File: src/ths_defs.vh
// Constants for the two-head interleave splitter
`ifndef THS_DEFS_VH
`define THS_DEFS_VH

// ----------------------------------------
// Interleave modes
// ----------------------------------------
`define THS_MODE_BIT       2'h0
`define THS_MODE_BYTE      2'h1
`define THS_MODE_WORD      2'h2

// ----------------------------------------
// Host command codes
// ----------------------------------------
`define THS_CMD_SEEK       3'h0
`define THS_CMD_HEAD       3'h1
`define THS_CMD_WRITE      3'h2
`define THS_CMD_READ       3'h3
`define THS_CMD_END        3'h4
`define THS_CMD_CLEAR      3'h5

// ----------------------------------------
// Status response bit positions
// ----------------------------------------
`define THS_STS_OK         0
`define THS_STS_ORDER      1
`define THS_STS_MODE       2
`define THS_STS_ALIGN      3
`define THS_STS_OVERRUN    4
`define THS_STS_FAULT      5
`define THS_STS_ODD        6
`define THS_STS_RANGE      7

// ----------------------------------------
// Head mapping
// ----------------------------------------
`define THS_LHEAD_MAX      4'h8
`define THS_CH0_HEAD0      5'h11
`define THS_CH1_HEAD0      5'h07
`define THS_CH1_HEAD_LAST  5'h08
`define THS_CH0_ARM0       4'h5
`define THS_CH1_ARM0       4'hA

`endif

File: src/ths_splitter.v
// Two-head parallel data path, head mapping, sequencing and status
`timescale 1ns/1ps
`include "ths_defs.vh"

// Notes on behaviour
// - Channel 0 serves head arms one to five
// - Channel 1 serves head arms six to ten
// - Logical head zero: heads 17 and 7
// - Exactly one of three interleave modes
// - Bit write: odd bits ch0, even ch1
// - Bit read: odd from ch0, even ch1
// - Byte write: even bytes ch0, odd ch1
// - Byte read: even from ch0, odd ch1
// - Word write: even words ch0, odd ch1
// - Word read: even from ch0, odd ch1
// - Signal each track start to controller
// - Fault drives controller signal and indicator
// - Errors and faults go in status
module ths_splitter (
	input  wire        ref_clk,
	input  wire        rst,
	input  wire        cmd_valid,
	input  wire [2:0]  cmd_code,
	input  wire [11:0] cmd_arg,
	input  wire [1:0]  cmd_mode,
	output reg         sts_valid,
	output reg  [7:0]  sts_code,
	input  wire        wr_valid,
	input  wire [15:0] wr_data,
	output reg         wr_ready,
	output reg         rd_valid,
	output reg  [15:0] rd_data,
	output reg         ch_wr_valid,
	output reg  [15:0] ch0_wr_data,
	output reg  [15:0] ch1_wr_data,
	output reg         ch_write_gate,
	output reg         ch_read_gate,
	input  wire        ch0_rd_valid,
	input  wire [15:0] ch0_rd_data,
	input  wire        ch1_rd_valid,
	input  wire [15:0] ch1_rd_data,
	output reg  [11:0] cylinder,
	output reg  [4:0]  ch0_head,
	output reg  [3:0]  ch0_arm,
	output reg  [4:0]  ch1_head,
	output reg  [3:0]  ch1_arm,
	output reg         head_upper,
	input  wire        index_pin,
	output reg         track_start,
	input  wire        fault_pin,
	output reg         fault_out,
	output reg         fault_led
);

	// ----------------------------------------
	// Sequencer states
	// ----------------------------------------
	localparam ST_IDLE  = 3'h0;
	localparam ST_SEEK  = 3'h1;
	localparam ST_READY = 3'h2;
	localparam ST_WRITE = 3'h3;
	localparam ST_READ  = 3'h4;

	reg [2:0]  state_reg;
	reg [1:0]  mode_reg;
	reg [15:0] half_reg;
	reg        half_pending_reg;
	reg [15:0] rd_hold_reg;
	reg        rd_hold_pending_reg;
	reg [7:0]  err_reg;
	reg [7:0]  err_next;
	reg        fault_reg;
	reg [1:0]  index_sync_reg;
	reg        index_last_reg;
	reg [1:0]  fault_sync_reg;
	reg [7:0]  resp_next;

	wire [15:0] map_ch0;
	wire [15:0] map_ch1;
	wire [15:0] map_w0;
	wire [15:0] map_w1;

	// Flush of an odd last word pads the second half with zeros
	wire [15:0] pair_w1 = (wr_valid && wr_ready && half_pending_reg) ? wr_data : 16'h0000;
	wire        take_wr = wr_valid && wr_ready;
	wire        both_rd = ch0_rd_valid && ch1_rd_valid;
	wire        one_rd  = ch0_rd_valid ^ ch1_rd_valid;
	wire        end_cmd = cmd_valid && (cmd_code == `THS_CMD_END);

	ths_lane_map u_map (
		.mode     (mode_reg),
		.host_w0  (half_reg),
		.host_w1  (pair_w1),
		.ch0_in   (ch0_rd_data),
		.ch1_in   (ch1_rd_data),
		.ch0_out  (map_ch0),
		.ch1_out  (map_ch1),
		.merge_w0 (map_w0),
		.merge_w1 (map_w1)
	);

	// ----------------------------------------
	// Pin synchronisers
	// ----------------------------------------
	always @(posedge ref_clk or posedge rst) begin
		if (rst) begin
			index_sync_reg <= 2'h0;
			index_last_reg <= 1'b0;
			fault_sync_reg <= 2'h0;
			track_start    <= 1'b0;
		end else begin
			index_sync_reg <= {index_sync_reg[0], index_pin};
			fault_sync_reg <= {fault_sync_reg[0], fault_pin};
			index_last_reg <= index_sync_reg[1];
			track_start    <= index_sync_reg[1] && !index_last_reg;
		end
	end

	// ----------------------------------------
	// Error gathering and command response
	// ----------------------------------------
	always @* begin
		err_next = err_reg;
		if (state_reg == ST_READ && one_rd) begin
			err_next[`THS_STS_ALIGN] = 1'b1;
		end
		if (state_reg == ST_READ && both_rd && rd_hold_pending_reg) begin
			err_next[`THS_STS_OVERRUN] = 1'b1;
		end
		if (end_cmd && half_pending_reg && state_reg == ST_WRITE) begin
			err_next[`THS_STS_ODD] = 1'b1;
		end
		err_next[`THS_STS_FAULT] = fault_reg;
		resp_next = 8'h00;
		case (cmd_code)
			`THS_CMD_SEEK: begin
				resp_next[`THS_STS_ORDER] = (state_reg == ST_WRITE) || (state_reg == ST_READ);
			end
			`THS_CMD_HEAD: begin
				resp_next[`THS_STS_ORDER] = (state_reg != ST_SEEK) && (state_reg != ST_READY);
				resp_next[`THS_STS_RANGE] = cmd_arg[3:0] > `THS_LHEAD_MAX;
			end
			`THS_CMD_WRITE, `THS_CMD_READ: begin
				resp_next[`THS_STS_ORDER] = state_reg != ST_READY;
				resp_next[`THS_STS_MODE]  = cmd_mode == 2'h3;
			end
			`THS_CMD_END: begin
				resp_next = err_next;
				resp_next[`THS_STS_ORDER] = (state_reg != ST_WRITE) && (state_reg != ST_READ);
			end
			default: begin
				resp_next = 8'h00;
			end
		endcase
		resp_next[`THS_STS_FAULT] = fault_reg;
		resp_next[`THS_STS_OK]    = (resp_next[7:1] == 7'h00);
	end

	// ----------------------------------------
	// Sequencer, head mapping and data path
	// ----------------------------------------
	always @(posedge ref_clk or posedge rst) begin
		if (rst) begin
			state_reg           <= ST_IDLE;
			mode_reg            <= `THS_MODE_BIT;
			half_reg            <= 16'h0000;
			half_pending_reg    <= 1'b0;
			rd_hold_reg         <= 16'h0000;
			rd_hold_pending_reg <= 1'b0;
			err_reg             <= 8'h00;
			fault_reg           <= 1'b0;
			sts_valid           <= 1'b0;
			sts_code            <= 8'h00;
			wr_ready            <= 1'b0;
			rd_valid            <= 1'b0;
			rd_data             <= 16'h0000;
			ch_wr_valid         <= 1'b0;
			ch0_wr_data         <= 16'h0000;
			ch1_wr_data         <= 16'h0000;
			ch_write_gate       <= 1'b0;
			ch_read_gate        <= 1'b0;
			cylinder            <= 12'h000;
			ch0_head            <= `THS_CH0_HEAD0;
			ch0_arm             <= `THS_CH0_ARM0;
			ch1_head            <= `THS_CH1_HEAD0;
			ch1_arm             <= `THS_CH1_ARM0;
			head_upper          <= 1'b0;
			fault_out           <= 1'b0;
			fault_led           <= 1'b0;
		end else begin
			sts_valid   <= 1'b0;
			ch_wr_valid <= 1'b0;
			rd_valid    <= 1'b0;
			err_reg     <= err_next;
			// Fault stays until a clear; a fault present at the clear wins
			if (fault_sync_reg[1]) begin
				fault_reg <= 1'b1;
			end else if (cmd_valid && cmd_code == `THS_CMD_CLEAR) begin
				fault_reg <= 1'b0;
			end
			fault_out <= fault_reg;
			fault_led <= fault_reg;

			// Write pairing: two host words feed one word to each channel
			if (state_reg == ST_WRITE && take_wr) begin
				if (!half_pending_reg) begin
					half_reg         <= wr_data;
					half_pending_reg <= 1'b1;
				end else begin
					half_pending_reg <= 1'b0;
					ch_wr_valid      <= 1'b1;
					ch0_wr_data      <= map_ch0;
					ch1_wr_data      <= map_ch1;
				end
			end

			// Read merge: only an aligned pair is accepted
			if (state_reg == ST_READ) begin
				if (rd_hold_pending_reg) begin
					rd_valid            <= 1'b1;
					rd_data             <= rd_hold_reg;
					rd_hold_pending_reg <= 1'b0;
				end else if (both_rd) begin
					rd_valid            <= 1'b1;
					rd_data             <= map_w0;
					rd_hold_reg         <= map_w1;
					rd_hold_pending_reg <= 1'b1;
				end
			end

			if (cmd_valid) begin
				sts_valid <= 1'b1;
				sts_code  <= resp_next;
				// An end with error bits still closes the transfer, so a fault cannot lock it open
				if (resp_next[`THS_STS_OK] || (cmd_code == `THS_CMD_END && !resp_next[`THS_STS_ORDER])) begin
					case (cmd_code)
						`THS_CMD_SEEK: begin
							cylinder  <= cmd_arg;
							state_reg <= ST_SEEK;
						end
						`THS_CMD_HEAD: begin
							ch0_head   <= `THS_CH0_HEAD0 - {1'b0, cmd_arg[3:0]};
							ch1_head   <= (cmd_arg[3:0] == `THS_LHEAD_MAX) ? `THS_CH1_HEAD_LAST :
								`THS_CH1_HEAD0 - {1'b0, cmd_arg[3:0]};
							ch0_arm    <= `THS_CH0_ARM0 - {1'b0, cmd_arg[3:1]};
							ch1_arm    <= `THS_CH1_ARM0 - {1'b0, cmd_arg[3:1]};
							head_upper <= cmd_arg[0];
							state_reg  <= ST_READY;
						end
						`THS_CMD_WRITE: begin
							mode_reg      <= cmd_mode;
							wr_ready      <= 1'b1;
							ch_write_gate <= 1'b1;
							state_reg     <= ST_WRITE;
						end
						`THS_CMD_READ: begin
							mode_reg     <= cmd_mode;
							ch_read_gate <= 1'b1;
							state_reg    <= ST_READ;
						end
						`THS_CMD_END: begin
							if (half_pending_reg && state_reg == ST_WRITE) begin
								ch_wr_valid <= 1'b1;
								ch0_wr_data <= map_ch0;
								ch1_wr_data <= map_ch1;
							end
							half_pending_reg    <= 1'b0;
							rd_hold_pending_reg <= 1'b0;
							err_reg             <= 8'h00;
							wr_ready         <= 1'b0;
							ch_write_gate    <= 1'b0;
							ch_read_gate     <= 1'b0;
							state_reg        <= ST_READY;
						end
						default: begin
							state_reg <= state_reg;
						end
					endcase
				end
			end
		end
	end

endmodule

File: src/ths_lane_map.v
// Interleave split and merge of a two-word group across both channels
`timescale 1ns/1ps
`include "ths_defs.vh"

module ths_lane_map (
	input  wire [1:0]  mode,
	input  wire [15:0] host_w0,
	input  wire [15:0] host_w1,
	input  wire [15:0] ch0_in,
	input  wire [15:0] ch1_in,
	output reg  [15:0] ch0_out,
	output reg  [15:0] ch1_out,
	output reg  [15:0] merge_w0,
	output reg  [15:0] merge_w1
);

	// ----------------------------------------
	// Bit helpers, MSB first
	// ----------------------------------------
	function [15:0] pick_bits;
		input [31:0] s;
		input        second;
		integer      i;
		begin
			for (i = 0; i < 16; i = i + 1) begin
				pick_bits[15 - i] = second ? s[30 - 2 * i] : s[31 - 2 * i];
			end
		end
	endfunction

	function [31:0] weave;
		input [15:0] a;
		input [15:0] b;
		integer      i;
		begin
			for (i = 0; i < 16; i = i + 1) begin
				weave[31 - 2 * i] = a[15 - i];
				weave[30 - 2 * i] = b[15 - i];
			end
		end
	endfunction

	reg [31:0] woven;

	// ----------------------------------------
	// Mapping
	// ----------------------------------------
	always @* begin
		woven = weave(ch0_in, ch1_in);
		case (mode)
			`THS_MODE_BIT: begin
				ch0_out  = pick_bits({host_w0, host_w1}, 1'b0);
				ch1_out  = pick_bits({host_w0, host_w1}, 1'b1);
				merge_w0 = woven[31:16];
				merge_w1 = woven[15:0];
			end
			`THS_MODE_BYTE: begin
				ch0_out  = {host_w0[15:8], host_w1[15:8]};
				ch1_out  = {host_w0[7:0], host_w1[7:0]};
				merge_w0 = {ch0_in[15:8], ch1_in[15:8]};
				merge_w1 = {ch0_in[7:0], ch1_in[7:0]};
			end
			default: begin
				ch0_out  = host_w0;
				ch1_out  = host_w1;
				merge_w0 = ch0_in;
				merge_w1 = ch1_in;
			end
		endcase
	end

endmodule

File: config.mk
export PLATFORM = sky130hd
export DESIGN_NAME = ths_splitter
export DESIGN_NICKNAME = d
export VERILOG_FILES = /design/src/ths_splitter.v /design/src/ths_lane_map.v
export VERILOG_INCLUDE_DIRS = /design/src
export SDC_FILE = /design/constraint.sdc
export NUM_CORES = 1
export LEC_CHECK = 0
export BUFFER_PORTS_ARGS = -buffer_cell sky130_fd_sc_hd__buf_4
export CORE_MARGIN = 2
export CORE_UTILIZATION = 53
export DETAILED_ROUTE_END_ITERATION = 6
export PLACE_DENSITY = 0.8
export RECOVER_POWER = 100
export SLEW_MARGIN = 10
export SYNTH_ARGS = -nofsm -noshare
export SYNTH_HDL_FRONTEND = slang
export SYNTH_SLANG_ARGS = --single-unit
File: constraint.sdc
create_clock -name ref_clk -period 5.71 [get_ports ref_clk]
set_clock_uncertainty 0.15 [all_clocks]
set_input_delay 0.2855 -clock ref_clk [delete_from_list [all_inputs] [get_ports ref_clk]]
set_output_delay 0.2855 -clock ref_clk [all_outputs]
set_load 0.005 [all_outputs]
Yosys cells after proc, flatten, opt, wreduce, memory -nomap -nowiden
Index checks and enable logic that the tools add are counted.
{"block": "op_classes", "add_sub_neg": 4, "n_lt_le_gt_ge": 1, "eq_ne": 14, "mux": 55, "bitwise": 3, "reduce_logical": 39}
{"cell": "2-to-1 mux 16 bit", "count": 15}
{"cell": "one-hot mux 16 bit (2 select lines)", "count": 2}
{"cell": "one-hot mux 15 bit (2 select lines)", "count": 2}
{"cell": "2-to-1 mux 1 bit", "count": 27}
{"cell": "2-to-1 mux 7 bit", "count": 3}
{"cell": "AND reduction 3 bit", "count": 7}
{"cell": "logical AND 1 bit", "count": 16}
{"cell": "one-hot mux 3 bit (4 select lines)", "count": 1}
{"cell": "equality test 3 x 2 -> 1 bit (second input constant)", "count": 3}
{"cell": "equality test 3 bit (second input constant)", "count": 3}
{"cell": "nonzero test 2 bit", "count": 4}
{"cell": "zero test 7 bit", "count": 1}
{"cell": "!= test 3 x 2 -> 1 bit (second input constant)", "count": 2}
{"cell": "2-to-1 mux 5 bit", "count": 1}
{"cell": "subtractor 3 x 4 -> 5 bit (first input constant)", "count": 1}
{"cell": "subtractor 5 x 4 -> 5 bit (first input constant)", "count": 1}
{"cell": "equality test 4 bit (second input constant)", "count": 1}
{"cell": "> comparator 4 bit (second input constant)", "count": 1}
{"cell": "2-to-1 mux 4 bit", "count": 1}
{"cell": "one-hot mux 1 bit (2 select lines)", "count": 2}
{"cell": "one-hot mux 1 bit (4 select lines)", "count": 1}
{"cell": "AND reduction 2 bit", "count": 2}
{"cell": "nonzero test 4 bit", "count": 1}
{"cell": "OR reduction 2 bit", "count": 2}
{"cell": "13 further kinds", "count": 16}
{"block": "totals", "regBits": 143, "output_inout_bits": 96}

Depth between registers and ports, before layout
{"block": "logic_depth", "word_depth": 10, "depth_mapped": 8, "depth_no_buf": 7}

Modules after synthesis
From an unflattened synthesis, not the netlist that was laid out.
{"block": "hier_totals", "hier_cells": 582, "area_unflattened_um2": 6980.4}
{"mod": "ths_splitter", "instances": 1, "cells_per_inst": 449, "area_each_um2": 5938.2}
{"mod": "ths_lane_map", "instances": 1, "cells_per_inst": 133, "area_each_um2": 1042.2}

Worst setup path before layout
Ideal clock, no wire load.
{"block": "synth_path", "path_kind": "register to register", "startpoint": "register state_reg[2]", "endpoint": "register half_reg[0]", "setup_ns": 0.125, "arrival_ns": 2.066, "required_ns": 5.435, "setup_slack_ns": 3.370, "path_stages_with_launch": 8, "cell_sequence": "dfrtp_1 > and3b_1 > clkbuf_1 > and3_1 > ha_1 > clkbuf_1 > clkbuf_1 > mux2_2"}
{"block": "synth_between", "elab_chain_len": 3}
{"item": "start, declared", "line": "ths_splitter.v:64", "text": "reg [2:0] state_reg;"}
{"item": "start signal, assigned", "line": "ths_splitter.v:276", "text": "state_reg <= state_reg;"}
{"item": "equality test 3 x 2 -> 1 bit", "line": "ths_splitter.v:205", "text": "if (state_reg == ST_WRITE && take_wr) begin"}
{"item": "logical AND 1 bit", "line": "ths_splitter.v:205"}
{"item": "AND reduction 2 bit (no source line)"}
{"item": "end signal, assigned", "line": "ths_splitter.v:207", "text": "half_reg <= wr_data;"}
{"item": "end, declared", "line": "ths_splitter.v:66", "text": "reg [15:0] half_reg;"}
No other way between the ends.
A chain may end at the register's enable or synchronous reset.

Final worst setup path
{"block": "layout_path", "startpoint": "register mode_reg[0]", "endpoint": "register rd_data[8]"}
{"block": "layout_between", "elab_chain_len": 4, "word_cells_on_any_way": 5, "classes_between": "1 x eq/ne; 3 x mux; 1 x reduce/logical"}
{"item": "start, declared", "line": "ths_splitter.v:65", "text": "reg [1:0] mode_reg;"}
{"item": "start signal, assigned", "line": "ths_splitter.v:165", "text": "mode_reg <= `THS_MODE_BIT;"}
{"item": "start signal, assigned", "line": "ths_splitter.v:251", "text": "mode_reg <= cmd_mode;"}
{"item": "start signal, assigned", "line": "ths_splitter.v:257", "text": "mode_reg <= cmd_mode;"}
{"item": "equality test 2 x 1 -> 1 bit / zero test 2 bit (equally long branches)", "line": "ths_lane_map.v:50", "text": "case (mode)"}
{"item": "one-hot mux 15 bit (2 select lines) *", "line": "ths_lane_map.v:50"}
{"item": "2-to-1 mux 16 bit *", "line": "ths_splitter.v:223", "text": "end else if (both_rd) begin"}
{"item": "2-to-1 mux 16 bit *", "line": "ths_splitter.v:219", "text": "if (rd_hold_pending_reg) begin"}
{"item": "end signal, assigned", "line": "ths_splitter.v:221", "text": "rd_data <= rd_hold_reg;"}
{"item": "end signal, assigned", "line": "ths_splitter.v:225", "text": "rd_data <= map_w0;"}
{"item": "end, declared", "line": "ths_splitter.v:32", "text": "output reg [15:0] rd_data,"}
Mark *: on every way between the ends. The rest lies on a longest branch, timed or not. The select of a mux whose other input is x is not followed.

==> results <==
- The flow ran to the end, but the final reports show violations.
- The checks that failed: capacitance limit, slew limit.
- The area fraction of the dominant cell type after synthesis is 49.59%.
- The leading register cell type out of synthesis is dfrtp_1.
- Counting flops with a built-in enable in the synthesized netlist gives 0.
- In this run, the number of DRC markers left after iteration 0 of detailed routing was 394.
- The endpoint of the worst-slack reg-to-reg timing path is rd_data[8].
- The worst setup path is captured at a flop.
- After detailed routing, the total wire length is 16.86 mm.
- After synthesis, the cell types taking the most area are dfrtp_1, mux2i_1, nand2_1.
- The final instance area is 8763 um2.
- Of all cell types, the one taking the most synthesized area is dfrtp_1.
- After detailed routing, the average wire length per cell comes to 17.08 um.
- The worst path arrival time is 4160 ps.
- The clock period could shrink to 3982 ps.
- The worst supply voltage drop on vdd is 0.0002006 V.
- The placed instance area is 7975 um2.
- The max-slew violation count is 179.
- From left edge to right edge, the die measures 116.1 um.
- Summed over all nets, the half-perimeter wirelength after detailed placement is 11.21 mm.
- The later pin in the worst-skew pair is clocked with a latency of 420 ps.
- For this run, the detailed router's first-pass iteration total came to 5.
- The final weighted congestion of routability-driven global placement is 0.8788.
- The tightest slew margin relative to the limit is -145.5%.
- The critical path class is flop to flop.
- The vertical die dimension is 116.1 um.
- The count of endpoints failing setup in the final report is 0.
- The clock transition at the registers of the reported paths is 60 ps.
- The number of nets in the synthesized netlist is 709.
- The startpoint identified for the worst register-to-register timing path is mode_reg[0].
- For this run, asynchronously set or reset flops after synthesis account for 100.0%.
- The DRC violation count after routing is 0.
- The synthesis-to-layout area growth is 31.56%.
- Of the synthesized area, sequential elements account for 53.14%.
- After detailed placement, the design holds a cell count of 921.
- The TritonCTS buffer count is 17.
- The analysis attributes to cell leakage a power of 0.004166 uW.
- The layout has 918 filler cells.
- The cell area after synthesis is 6661 um2.
- Hold timing on the final database bottoms out at a slack of 15.67 ps.
- The synthesized netlist contains 52 unique library cells.
- The library cell used most frequently in the layout, excluding fill and tap cells, is dfrtp_1.
- The synthesized design contains 141 register bits.
- In this run the clock root is driven by a clkbuf_16.
- The warning count from the yosys run is 0.
- The peak fanout along the critical path is 37.
- Timing would allow up to 251.1 MHz.
- The TritonCTS clock tree is done.
- The count of nets left with antenna violations once routing finished came out at 0.
- The number of nets at the end of the flow is 887.
- The standard-cell row count is 40.
- The critical path starts at mode_reg[0].
- The path type of the worst min-delay path is input port to flop.
- The area of the core is 12160 um2.
- The count of cells in the finished layout, fillers not included, comes to 987.
- For this run the aggregate overflow at the end of global routing stands at 0.
- The critical path ends at rd_data[8].
- The total negative slack for setup checks is 0 ps.
- Cells with a size suffix above 1 make up 26.13% of the layout.
- The combined area of the multi-input logic cells is 2818 um2.
- The register-to-register setup slack is 1730 ps.
- The global-route wire length before repair is 26.83 mm.
- The routed via count is 5407.
- The number of antenna violations at the first check in global routing is 0.
- Cells fill 72.06% of the core in the end.
- For the pin with the worst max-slew slack, the measured transition is 3663 ps.
- Setup repair after global routing left no endpoint under its margin.
- The cell count after synthesis came out at 628.
- The average cell area after synthesis is 10.61 um2.
- At the worst endpoint, the required time is 5890 ps.
- Max-cap violations in this run came to 3.
- The type of element launching the critical path is a flop.
- After detailed routing, the number of vias per cell comes to 5.478.
- The clock passes through at most 2 buffers.
- The number of cells on the worst reg-to-reg path is 5.
- The via count of the first global-routing pass came to 5431.
- Clock tree synthesis found a total of 141 sinks.
- The share of the clock period used by the worst path after layout is 69.74%.
- The number of failing hold endpoints at the final stage is 0.
- For this configuration, the core starts out at a cell density of 54.77%.
- The count of boundary I/O pins is 169.
- The clock tree synthesis step divided the H-tree into 4 levels.
- The combined global-route utilization of all metal layers is 25.87%.
- Input and output buffers added on the ports amount to 168.
- Registers take 3542 um2.
- Once the clock tree was built, the setup fixing pass inserted 0 buffers.
- The areal power density over the cells is 355.7 nW/um2.
- The overall die area is 13480 um2.
- Entering global routing, the biggest net connects 87 pins.
- The library cells used most frequently in the layout, excluding fill and tap cells, are dfrtp_1, nand2_1, buf_4.
- The number of antenna cells inserted is 0.
layout make-up:
type	instances	share of cell area [%]
clock inverter	11	1.613
clock buffer	21	5.254
inverter	13	0.5711
sequential	141	40.42
multi-input combinational	427	32.15
tap	168	2.399
timing repair buffer	206	17.59
metal layers:
layer  up-vias  global-route usage [%]  part of all wire, %
li1       2552                       -                    -
met1      2619                   33.49                   43
met2       210                   42.57                   49
met3        26                   6.279                  6.7
met4         0                   9.762                  1.7
met5         -                       0                    0
worst min-delay path by stage:
stage / to / slack [ps] / depth (start not counted) / startpoint
2_1_floorplan: fault_sync_reg[0] / 170 / 0 / fault_pin
3_3_place_gp: index_sync_reg[1] / 180 / 0 / index_sync_reg[0]
3_5_place_dp: index_sync_reg[1] / 190 / 0 / index_sync_reg[0]
4_1_cts: rd_data[15] / 5 / 3 / ch0_rd_data[15]
5_1_grt: rd_data[15] / 50 / 3 / ch0_rd_data[15]
6_report: rd_data[15] / 20 / 3 / ch0_rd_data[15]
metrics by stage:
stage          power (uW)  setup WS (ps)
6_report             3117           1728
5_1_grt              3270           1428
4_1_cts              3158           2806
3_5_place_dp         2010           2956
3_3_place_gp         1980           3052
2_1_floorplan        1709           1508
logic make-up (layout without fill, tap and decap cells):
group	after synthesis	count (layout)	share of synthesized area, %
buffers and inverters	60	251	4.001
AOI/OAI and AO/OA	153	153	13.00
xor gates and xnor gates	3	3	0.3945
adders and majority gates	8	8	1.503
muxes	104	104	16.98
DFF	141	141	53.14
and+or+nand+nor	159	159	10.99
cells in the mapped netlist, types with 10 or more instances:
| library cell | count |
|---|---|
| dfrtp_1 | 132 |
| a31oi_1 | 11 |
| mux2_4 | 10 |
| nand2_1 | 87 |
| inv_1 | 12 |
| o21ai_0 | 50 |
| clkbuf_1 | 27 |
| mux2_2 | 22 |
| mux2i_1 | 62 |
| o21ai_1 | 24 |
| mux2_1 | 10 |
| nor2_1 | 34 |
| a21oi_1 | 41 |
what timing repair did:
action                    CTS  global route
resized for setup           0             0
hold buffers               34             0
hold endpoints to repair  114             0
worst max-delay path, cell delays in order (launching register included):
cell and delay, ps:
dfrtp_2 760, nor2_1 2270, nand2_1 200, a21oi_1 250
a21oi_1 60, o21ai_0 190
report_power, final:
group	internal [uW]	switching, uW	leakage [uW]	total (uW)
Clock	707	413	0.000289	1120
Combinational	333	328	0.00203	661
Sequential	1170	165	0.00185	1340
Power figures use the tool's default switching activity.
